===== src/rtl/emtc_pkg.sv =====
// Package: constants for the exception mask and thread control block
package emtc_pkg;
  // Special-register selector codes used on the special-register move port
  localparam logic [1:0] SEL_INT_DISABLE = 2'h0;
  localparam logic [1:0] SEL_FAULT_DISABLE = 2'h1;
  localparam logic [1:0] SEL_PRIO_THRESHOLD = 2'h2;
  localparam logic [1:0] SEL_THREAD_CONTROL = 2'h3;
  // Field positions
  localparam int INT_DISABLE_BIT = 0;
  localparam int FAULT_DISABLE_BIT = 0;
  localparam int THRESHOLD_LSB = 4;
  localparam int THRESHOLD_MSB = 7;
  localparam int THRESHOLD_WIDTH = 4;
  localparam int CTRL_UNPRIV_BIT = 0;
  localparam int CTRL_STACK_SEL_BIT = 1;
  localparam int CTRL_FP_ACTIVE_BIT = 2;
  // Reset values
  localparam logic RST_INT_DISABLE = 1'b0;
  localparam logic RST_FAULT_DISABLE = 1'b0;
  localparam logic [3:0] RST_THRESHOLD = 4'h0;
  localparam logic RST_UNPRIV = 1'b0;
  localparam logic RST_STACK_SEL = 1'b0;
  localparam logic RST_FP_ACTIVE = 1'b0;
  // Exception number of the nonmaskable interrupt
  localparam logic [8:0] EXC_NUM_NMI = 9'h002;
  // Return-code bit that selects the process stack on return to thread mode
  localparam int RET_STACK_BIT = 2;
  localparam int RET_THREAD_BIT = 3;
  localparam int RET_NO_FP_BIT = 4;
  // Change-processor-state target codes
  localparam logic CPS_TARGET_INT = 1'b0;
  localparam logic CPS_TARGET_FAULT = 1'b1;
  typedef enum logic [1:0] {EMTC_SEL_A, EMTC_SEL_B, EMTC_SEL_C, EMTC_SEL_D} emtc_unused_type;
endpackage


===== src/rtl/emtc_core.sv =====
// Exception mask and thread-mode control special registers of the core
`timescale 1ns/1ps
// Notes on behaviour
// - Interrupt disable bit 0 set blocks all configurable-priority exceptions.
// - Fault disable bit set blocks everything except the nonmaskable interrupt.
// - Leaving any handler but the nonmaskable one clears fault disable.
// - Nonzero threshold masks configurable-priority exceptions with priority value at or above it.
// - Threshold sits in bits 7:4; other bits reserved.
// - Larger priority value means lower urgency in threshold compares.
// - Control bit 2 flags live float context, checked on exception entry.
// - Control bit 1 picks main (0) or process (1) stack pointer.
// - In handler mode stack select reads zero and writes are ignored.
// - Handler mode always runs on the main stack pointer.
// - Entry and return sequences update control, stack select on return.
// - Control bit 0 gives thread privilege: 0 privileged, 1 unprivileged.
// - After reset thread mode uses the main stack pointer.
// - Process stack chosen by software write or matching return code.
// - Masks readable/writable by moves; state change sets/clears two bits.
// - Every exception except reset runs in handler mode.
module emtc_core (
  input wire logic i_mclk,
  input wire logic i_reset_n,
  input wire logic i_msr_valid,
  input wire logic [1:0] i_msr_sel,
  input wire logic [31:0] i_msr_data,
  input wire logic i_mrs_valid,
  input wire logic [1:0] i_mrs_sel,
  input wire logic i_cps_valid,
  input wire logic i_cps_target,
  input wire logic i_cps_disable,
  input wire logic i_exc_entry,
  input wire logic [8:0] i_exc_entry_num,
  input wire logic i_exception_return_code,
  input wire logic [31:0] i_exception_return_code_code,
  input wire logic i_fp_exec,
  input wire logic i_pend_valid,
  input wire logic i_pend_configurable,
  input wire logic [8:0] i_pend_num,
  input wire logic [3:0] i_pend_priority,
  output logic o_pend_allowed,
  output logic [31:0] o_mrs_data,
  output logic o_mrs_valid,
  output logic o_handler_mode,
  output logic [8:0] o_active_num,
  output logic o_use_process_sp,
  output logic o_thread_unprivileged,
  output logic o_fp_context_active,
  output logic o_preserve_fp_on_entry,
  output logic o_int_disable,
  output logic o_fault_disable,
  output logic [3:0] o_threshold
);
  // ------------------------------------------------------------
  // Reset release
  // ------------------------------------------------------------
  logic rst_meta;
  logic rst_sync_n;

  always_ff @(posedge i_mclk or negedge i_reset_n) begin
    if (!i_reset_n) begin
      rst_meta <= 1'b0;
      rst_sync_n <= 1'b0;
    end else begin
      rst_meta <= 1'b1;
      rst_sync_n <= rst_meta;
    end
  end

  // ------------------------------------------------------------
  // State
  // ------------------------------------------------------------
  logic int_disable;
  logic fault_disable;
  logic [3:0] threshold;
  logic thread_unpriv;
  logic stack_sel;
  logic fp_active;
  logic handler_mode;
  logic [8:0] active_num;
  logic ret_to_thread;
  logic ret_nmi;

  function automatic logic [3:0] threshold_field(input logic [31:0] word);
    threshold_field = word[emtc_pkg::THRESHOLD_MSB:emtc_pkg::THRESHOLD_LSB];
  endfunction

  assign ret_to_thread = i_exception_return_code_code[emtc_pkg::RET_THREAD_BIT];
  assign ret_nmi = (active_num == emtc_pkg::EXC_NUM_NMI);

  // ------------------------------------------------------------
  // Interrupt disable mask
  // ------------------------------------------------------------
  always_ff @(posedge i_mclk or negedge rst_sync_n) begin
    if (!rst_sync_n) begin
      int_disable <= emtc_pkg::RST_INT_DISABLE;
    end else if (i_msr_valid && i_msr_sel == emtc_pkg::SEL_INT_DISABLE) begin
      int_disable <= i_msr_data[emtc_pkg::INT_DISABLE_BIT];
    end else if (i_cps_valid && i_cps_target == emtc_pkg::CPS_TARGET_INT) begin
      int_disable <= i_cps_disable;
    end
  end

  // ------------------------------------------------------------
  // Fault disable mask
  // ------------------------------------------------------------
  // Software writes take precedence over the automatic clear on return;
  // the core never retires both in one cycle, so this order only matters
  // for a misbehaving pipeline.
  always_ff @(posedge i_mclk or negedge rst_sync_n) begin
    if (!rst_sync_n) begin
      fault_disable <= emtc_pkg::RST_FAULT_DISABLE;
    end else if (i_msr_valid && i_msr_sel == emtc_pkg::SEL_FAULT_DISABLE) begin
      fault_disable <= i_msr_data[emtc_pkg::FAULT_DISABLE_BIT];
    end else if (i_cps_valid && i_cps_target == emtc_pkg::CPS_TARGET_FAULT) begin
      fault_disable <= i_cps_disable;
    end else if (i_exception_return_code && handler_mode && !ret_nmi) begin
      fault_disable <= 1'b0;
    end
  end

  // ------------------------------------------------------------
  // Priority threshold
  // ------------------------------------------------------------
  always_ff @(posedge i_mclk or negedge rst_sync_n) begin
    if (!rst_sync_n) begin
      threshold <= emtc_pkg::RST_THRESHOLD;
    end else if (i_msr_valid && i_msr_sel == emtc_pkg::SEL_PRIO_THRESHOLD) begin
      threshold <= threshold_field(i_msr_data);
    end
  end

  // ------------------------------------------------------------
  // Processor mode and active exception
  // ------------------------------------------------------------
  // Only one level of nesting is tracked; a return lands in thread mode
  // when the return code says so, otherwise handler mode persists.
  always_ff @(posedge i_mclk or negedge rst_sync_n) begin
    if (!rst_sync_n) begin
      handler_mode <= 1'b0;
      active_num <= 9'h000;
    end else if (i_exc_entry) begin
      handler_mode <= 1'b1;
      active_num <= i_exc_entry_num;
    end else if (i_exception_return_code) begin
      handler_mode <= !ret_to_thread;
      active_num <= 9'h000;
    end
  end

  // ------------------------------------------------------------
  // Thread-mode control
  // ------------------------------------------------------------
  always_ff @(posedge i_mclk or negedge rst_sync_n) begin
    if (!rst_sync_n) begin
      stack_sel <= emtc_pkg::RST_STACK_SEL;
    end else if (i_exception_return_code) begin
      stack_sel <= ret_to_thread && i_exception_return_code_code[emtc_pkg::RET_STACK_BIT];
    end else if (i_exc_entry) begin
      stack_sel <= 1'b0;
    end else if (i_msr_valid && i_msr_sel == emtc_pkg::SEL_THREAD_CONTROL && !handler_mode) begin
      stack_sel <= i_msr_data[emtc_pkg::CTRL_STACK_SEL_BIT];
    end
  end

  always_ff @(posedge i_mclk or negedge rst_sync_n) begin
    if (!rst_sync_n) begin
      thread_unpriv <= emtc_pkg::RST_UNPRIV;
    end else if (i_msr_valid && i_msr_sel == emtc_pkg::SEL_THREAD_CONTROL) begin
      thread_unpriv <= i_msr_data[emtc_pkg::CTRL_UNPRIV_BIT];
    end
  end

  always_ff @(posedge i_mclk or negedge rst_sync_n) begin
    if (!rst_sync_n) begin
      fp_active <= emtc_pkg::RST_FP_ACTIVE;
    end else if (i_exc_entry) begin
      fp_active <= 1'b0;
    end else if (i_exception_return_code) begin
      fp_active <= !i_exception_return_code_code[emtc_pkg::RET_NO_FP_BIT];
    end else if (i_msr_valid && i_msr_sel == emtc_pkg::SEL_THREAD_CONTROL) begin
      fp_active <= i_msr_data[emtc_pkg::CTRL_FP_ACTIVE_BIT];
    end else if (i_fp_exec) begin
      fp_active <= 1'b1;
    end
  end

  // ------------------------------------------------------------
  // Special-register read port
  // ------------------------------------------------------------
  always_ff @(posedge i_mclk or negedge rst_sync_n) begin
    if (!rst_sync_n) begin
      o_mrs_data <= 32'h00000000;
      o_mrs_valid <= 1'b0;
    end else begin
      o_mrs_valid <= i_mrs_valid;
      o_mrs_data <= 32'h00000000;
      if (i_mrs_valid) begin
        unique case (i_mrs_sel)
          emtc_pkg::SEL_INT_DISABLE: o_mrs_data[emtc_pkg::INT_DISABLE_BIT] <= int_disable;
          emtc_pkg::SEL_FAULT_DISABLE: o_mrs_data[emtc_pkg::FAULT_DISABLE_BIT] <= fault_disable;
          emtc_pkg::SEL_PRIO_THRESHOLD: begin
            o_mrs_data[emtc_pkg::THRESHOLD_MSB:emtc_pkg::THRESHOLD_LSB] <= threshold;
          end
          emtc_pkg::SEL_THREAD_CONTROL: begin
            o_mrs_data[emtc_pkg::CTRL_UNPRIV_BIT] <= thread_unpriv;
            o_mrs_data[emtc_pkg::CTRL_STACK_SEL_BIT] <= stack_sel && !handler_mode;
            o_mrs_data[emtc_pkg::CTRL_FP_ACTIVE_BIT] <= fp_active;
          end
        endcase
      end
    end
  end

  // ------------------------------------------------------------
  // Activation gating and status outputs
  // ------------------------------------------------------------
  logic pend_allowed_raw;

  emtc_gate u_gate (
    .i_configurable(i_pend_configurable),
    .i_is_nmi(i_pend_num == emtc_pkg::EXC_NUM_NMI),
    .i_priority(i_pend_priority),
    .i_int_disable(int_disable),
    .i_fault_disable(fault_disable),
    .i_threshold(threshold),
    .o_allowed(pend_allowed_raw)
  );

  assign o_pend_allowed = i_pend_valid && pend_allowed_raw;

  assign o_handler_mode = handler_mode;
  assign o_active_num = active_num;
  assign o_use_process_sp = stack_sel && !handler_mode;
  assign o_thread_unprivileged = thread_unpriv && !handler_mode;
  assign o_fp_context_active = fp_active;
  assign o_preserve_fp_on_entry = fp_active;
  assign o_int_disable = int_disable;
  assign o_fault_disable = fault_disable;
  assign o_threshold = threshold;
endmodule


===== src/rtl/emtc_gate.sv =====
// Activation gate: decides whether a pending exception may be activated
`timescale 1ns/1ps
module emtc_gate (
  input wire logic i_configurable,
  input wire logic i_is_nmi,
  input wire logic [3:0] i_priority,
  input wire logic i_int_disable,
  input wire logic i_fault_disable,
  input wire logic [3:0] i_threshold,
  output logic o_allowed
);
  logic blocked_int;
  logic blocked_fault;
  logic blocked_thr;

  always_comb begin
    blocked_int = i_int_disable && i_configurable;
    blocked_fault = i_fault_disable && !i_is_nmi;
    // Larger field value is lower urgency, so >= threshold is masked
    blocked_thr = (i_threshold != 4'h0) && i_configurable && (i_priority >= i_threshold);
    o_allowed = !(blocked_int || blocked_fault || blocked_thr);
  end
endmodule


===== config.mk =====
export PLATFORM = sky130hd
export DESIGN_NAME = emtc_core
export DESIGN_NICKNAME = d
export VERILOG_FILES = /design/src/rtl/emtc_pkg.sv /design/src/rtl/emtc_core.sv /design/src/rtl/emtc_gate.sv
export SDC_FILE = /design/constraint.sdc
export NUM_CORES = 1
export LEC_CHECK = 0
export BUFFER_PORTS_ARGS = -buffer_cell sky130_fd_sc_hd__buf_4
export CORE_ASPECT_RATIO = 0.8
export CORE_MARGIN = 4
export CORE_UTILIZATION = 35
export DETAILED_ROUTE_END_ITERATION = 6
export PLACE_DENSITY = 0.85
export SYNTH_ARGS = -nofsm -noshare
export SYNTH_HDL_FRONTEND = slang
export SYNTH_SLANG_ARGS = --single-unit

===== constraint.sdc =====
create_clock -name i_mclk -period 2.7 [get_ports i_mclk]
set_clock_uncertainty 0.2 [all_clocks]
set_input_delay 0.54 -clock i_mclk [delete_from_list [all_inputs] [get_ports i_mclk]]
set_output_delay 0.54 -clock i_mclk [all_outputs]
set_load 0.02 [all_outputs]

* Word-level counts from Yosys, hierarchy flattened *
Index checks and enable logic that the tools add are counted.

operators by class
  reductions and logical operators = 33
  order comparisons = 1
  bitwise gates (word level) = 1
  multiplexer cells = 21
  eq/ne operators = 8

operator list
  operator                                                               number
  9-bit by 2-bit equality test with 1-bit output, second input constant  2
  9-bit 2-to-1 mux                                                       2
  1-bit logical AND                                                      17
  1-bit 2-to-1 mux                                                       14
  2-bit equality test, second input constant                             4
  4-bit 2-to-1 mux                                                       2
  4-bit nonzero test                                                     2
  1-bit zero test                                                        6
  3-bit nonzero test                                                     2
  2-bit by 1-bit equality test with 1-bit output, second input constant  2
  4-bit greater-or-equal comparator                                      1
  2-bit zero test                                                        2
  2-bit nonzero test                                                     2
  3-bit 2-to-1 mux                                                       1
  1-bit one-hot mux with 3 select lines                                  1
  1-bit logical OR                                                       2
  2-bit 2-to-1 mux                                                       1
  1-bit inverter                                                         1

word-level totals
  word-level logic and storage cells = 76
  register bits = 29
  input port bits = 102
  output and inout bits = 54

* Longest topological paths before layout *
  depth after elaboration = 7
  gate-level depth with buffers = 6
  depth with buffers taken out = 6

* Modules after synthesis *
A second synthesis with hierarchy kept.

unflattened totals
  cells, all modules = 139
  area, all modules = 1525.2 µm²

by module, submodules not included
  module     cells an instance  seq. area each (µm²)  area each (µm²)  instances
  emtc_core  121                725.7                 1386.3           1
  emtc_gate  18                 0.0                   138.9            1

* Worst setup path before layout *
Ideal clock, no wire load.

  path kind = input -> output
  start = in i_pend_priority[0]
  end = out o_pend_allowed
  data required time = 1.960 ns
  data arrival time = 1.662 ns
  cell stages on the path = 6
  path slack = 0.298 ns
  buffers on the path = 0
  cell sequence = inv_1 -> ha_1 -> nand2b_1 -> a21o_1 -> a211oi_1 -> o2111a_1

between the ends
  cells in the longest elaborated chain, start to end = 5

ends and longest elaborated chain
  item                               RTL line          source
  from (decl)                        emtc_core.sv:39   input wire logic [3:0] i_pend_priority,
  4-bit greater-or-equal comparator  emtc_gate.sv:20   blocked_thr = (i_threshold != 4'h0) && i_configurable && (i_priority >= i_threshold);
  1-bit logical AND                  emtc_gate.sv:20
  1-bit logical OR                   emtc_gate.sv:21   o_allowed = !(blocked_int || blocked_fault || blocked_thr);
  1-bit zero test                    emtc_gate.sv:21
  1-bit logical AND                  emtc_core.sv:229  assign o_pend_allowed = i_pend_valid && pend_allowed_raw;
  to (decl)                          emtc_core.sv:40   output logic o_pend_allowed,

No other way between the ends.

* Worst setup path in the final report *
  start = in i_pend_num[4]
  end = out o_pend_allowed

between the ends
  cells in the longest elaborated chain, start to end = 7

ends and longest elaborated chain
  item                                            RTL line          source
  from (decl)                                     emtc_core.sv:38   input wire logic [8:0] i_pend_num,
  9-bit by 2-bit equality test with 1-bit output  emtc_core.sv:221  .i_is_nmi(i_pend_num == emtc_pkg::EXC_NUM_NMI),
  1-bit zero test                                 emtc_gate.sv:18   blocked_fault = i_fault_disable && !i_is_nmi;
  1-bit logical AND                               emtc_gate.sv:18
  1-bit logical OR (2 in a row)                   emtc_gate.sv:21
  1-bit zero test                                 emtc_gate.sv:21
  1-bit logical AND                               emtc_core.sv:229

No other way between the ends.

==> metrics <==
Setup WS pre-CTS 0.0560 ns; Crit path arrival time 1.92 ns; most common cell after layout, fill and taps aside buf_4; Area Growth Syn to Fin 43.0%; input/output buffers 76; first-pass GRT wire length 5520 µm; count of pins over their slew limit 0; Ports 156; RR Startpoint o_active_num[4]; mapped cell area 1490 µm²; transition time of the tightest slew-check pin 0.735 ns; chip width 81.0 µm; routability congestion estimate 0.736; top cell type's share of synthesized area 48.7%; Nets 323; Min Clock Period, post-route 2.66 ns; crit path kind in2out; die height 66.4 µm; multiplexer share of the synthesized area 6.80%; Top FF cell, synth dfrtp_1; GRT Overall Usage 13.6%; Clock transition at path regs 0.06 ns; startpoint types input pin; Placed Area 2030 µm²; RSZ-0062 raised after global routing no; grt total ovfl 0; Post-Syn Instances 134; Final HPWL DP 3060 µm; total negative slack 0 ns; Initial Util 37.7%; DRT iter0 DRCs 30; drt first pass iters 4; Synth area leaders dfrtp_1 49%, buf_4 13%, mux2_2 6.0%; number of global-route vias before repair 1170; Max Freq 376 MHz; Hold Slack 0.105 ns; Residual DRC 0; Post-Synth XOR/XNOR Area 0%; PwrDens 538 nW/µm²; Clock Latency Late Sink 0.27 ns; R2R depth 4; Synth area leader dfrtp_1; largest net degree at the start of global routing 20; most frequent cells in the layout 78 x buf_4, 29 x dfrtp_1, 26 x conb_1; number of flops mapped to enable cells by yosys 0; CTS tree yes; CTS buffer count 5; HP Class reg2async; Lkg Pwr 1.09 nW; CTS Root Buffer Type clkbuf_8; # setup viols final 0; num rows 20; CTS sink count 29; Fill cells 363; Reg2Reg Setup Slack 1.24 ns; core area 3950 µm²; Slew Limit Headroom 51.0%; post-synthesis compound-gate area fraction 12.5%; Synthesis Warnings 0; status finished, final reports clean; Final Cell Area 2130 µm²; CP endpoint kind output port; Worst Path Required 1.96 ns; Pwr Total 0.00115 W; WL/cell 13.3 µm; post-route antenna net violation count 0; Synth Register Bits 29; fin crit share 98.4%; syn_area_per_cell 11.1 µm²; Post-Synth Simple-Gate Area 13.5%; Max Root-Sink Buffers 2; diode count 0; Hold Vio Cnt, Final 0; R2R Path End o_fault_disable; Vias 1210; Die ar. 5370 µm²; fraction of layout cells with a size suffix above 1 43.6%; setup ws final 0.0436 ns; Async SR Flop Fraction 100%; Max FO, Critical Path 1; H-tree depth 2; largest family of logic cells by synthesized area buffers and inverters; Worst VDD drop 0.277 mV; post-synthesis sequential area ratio 48.7%; final wirelength 3640 µm; Synth cell types 33; initial antenna violation count 0; DR vias/cell 4.43; Synth Area in Adders 3.36%; maxcap violations 0
-- where the power goes --
group | switching [W] | total [W] | internal, W
Clock | 0.000142 | 0.000324 | 0.000182
Combinational | 0.000156 | 0.000310 | 0.000153
Sequential | 0.0000398 | 0.000512 | 0.000472
-- critical path, stage by stage --
cell and delay [ns]:
buf_4 0.11, or4_4 0.53, o41ai_2 0.36, o2111a_1 0.24
buf_4 0.14
-- kinds of logic (layout without fill, tap and decap cells) --
kind of cell	count (synthesis)	after routing
DFF	29	29
other	2	26
AOI/OAI and AO/OA	22	22
and+or+nand+nor	36	36
muxes	9	9
buffers and inverters	32	92
adders and majority gates	4	4
-- per-stage QoR --
| stage | instances | util, % |
|---|---|---|
| 2_1_floorplan | 158 | - |
| 3_3_place_gp | 263 | 51.3 |
| 3_5_place_dp | 263 | 51.3 |
| 4_1_cts | 272 | 53.6 |
| 5_1_grt | 273 | 53.9 |
| 6_report | 273 | 53.9 |
-- per-layer routing --
metal  vias to the layer above  GRT usage, %  part of all wire [%]
li1                        583             -                     -
met1                       568          15.3                    39
met2                        54          23.5                    50
met3                         5          5.59                   9.9
met4                         0          3.80                  0.74
met5                         -             0                     0
-- area by class of cell --
class	instances	area, µm²	area share [%]
Sequential cell	29	726	34.1
Multi-Input combinational cell	97	642	30.1
Timing Repair Buffer	79	596	28.0
Clock buffer	8	80.1	3.76
Tap cell	55	68.8	3.23
Inverter	5	18.8	0.881
-- cells in the mapped netlist (all sizes together) (2+ instances only) --
library cell / count
a22o: 9
buf: 26
conb: 2
dfrtp: 29
ha: 4
inv: 5
mux2: 9
nand2: 6
nand2b: 3
nand3: 3
nand3b: 2
nor2: 7
nor2b: 4
nor3: 3
nor3b: 4
o211ai: 2
or4: 2
-- how the worst max path moves through the flow --
stage                             from             end  cells after the start
global placement         i_pend_num[4]  o_pend_allowed                      5
finish                   i_pend_num[4]  o_pend_allowed                      5
CTS                     o_threshold[0]  o_pend_allowed                      6
detailed placement       i_pend_num[4]  o_pend_allowed                      5
global route            o_threshold[0]  o_pend_allowed                      6
floorplan           i_pend_priority[0]  o_pend_allowed                      6
-- timing repair --
item / CTS / global route
hold endpoints to repair: 2 / 0
gates resized for setup: 0 / 1
setup endpoints to repair: 0 / 1
hold buffers: 1 / 0
buffers inserted: 0 / 1
-- state kept, by name (all words and copies together), names as in the netlist --
name and cells:
o_active_num 9, o_fault_disable 1, o_fp_context_active 1, o_handler_mode 1, o_int_disable 1, o_mrs_data 7, o_mrs_valid 1, o_threshold 4
rst_meta 1, rst_sync_n 1, stack_sel 1, thread_unpriv 1
No activity file was read; power rests on OpenSTA's default activity.
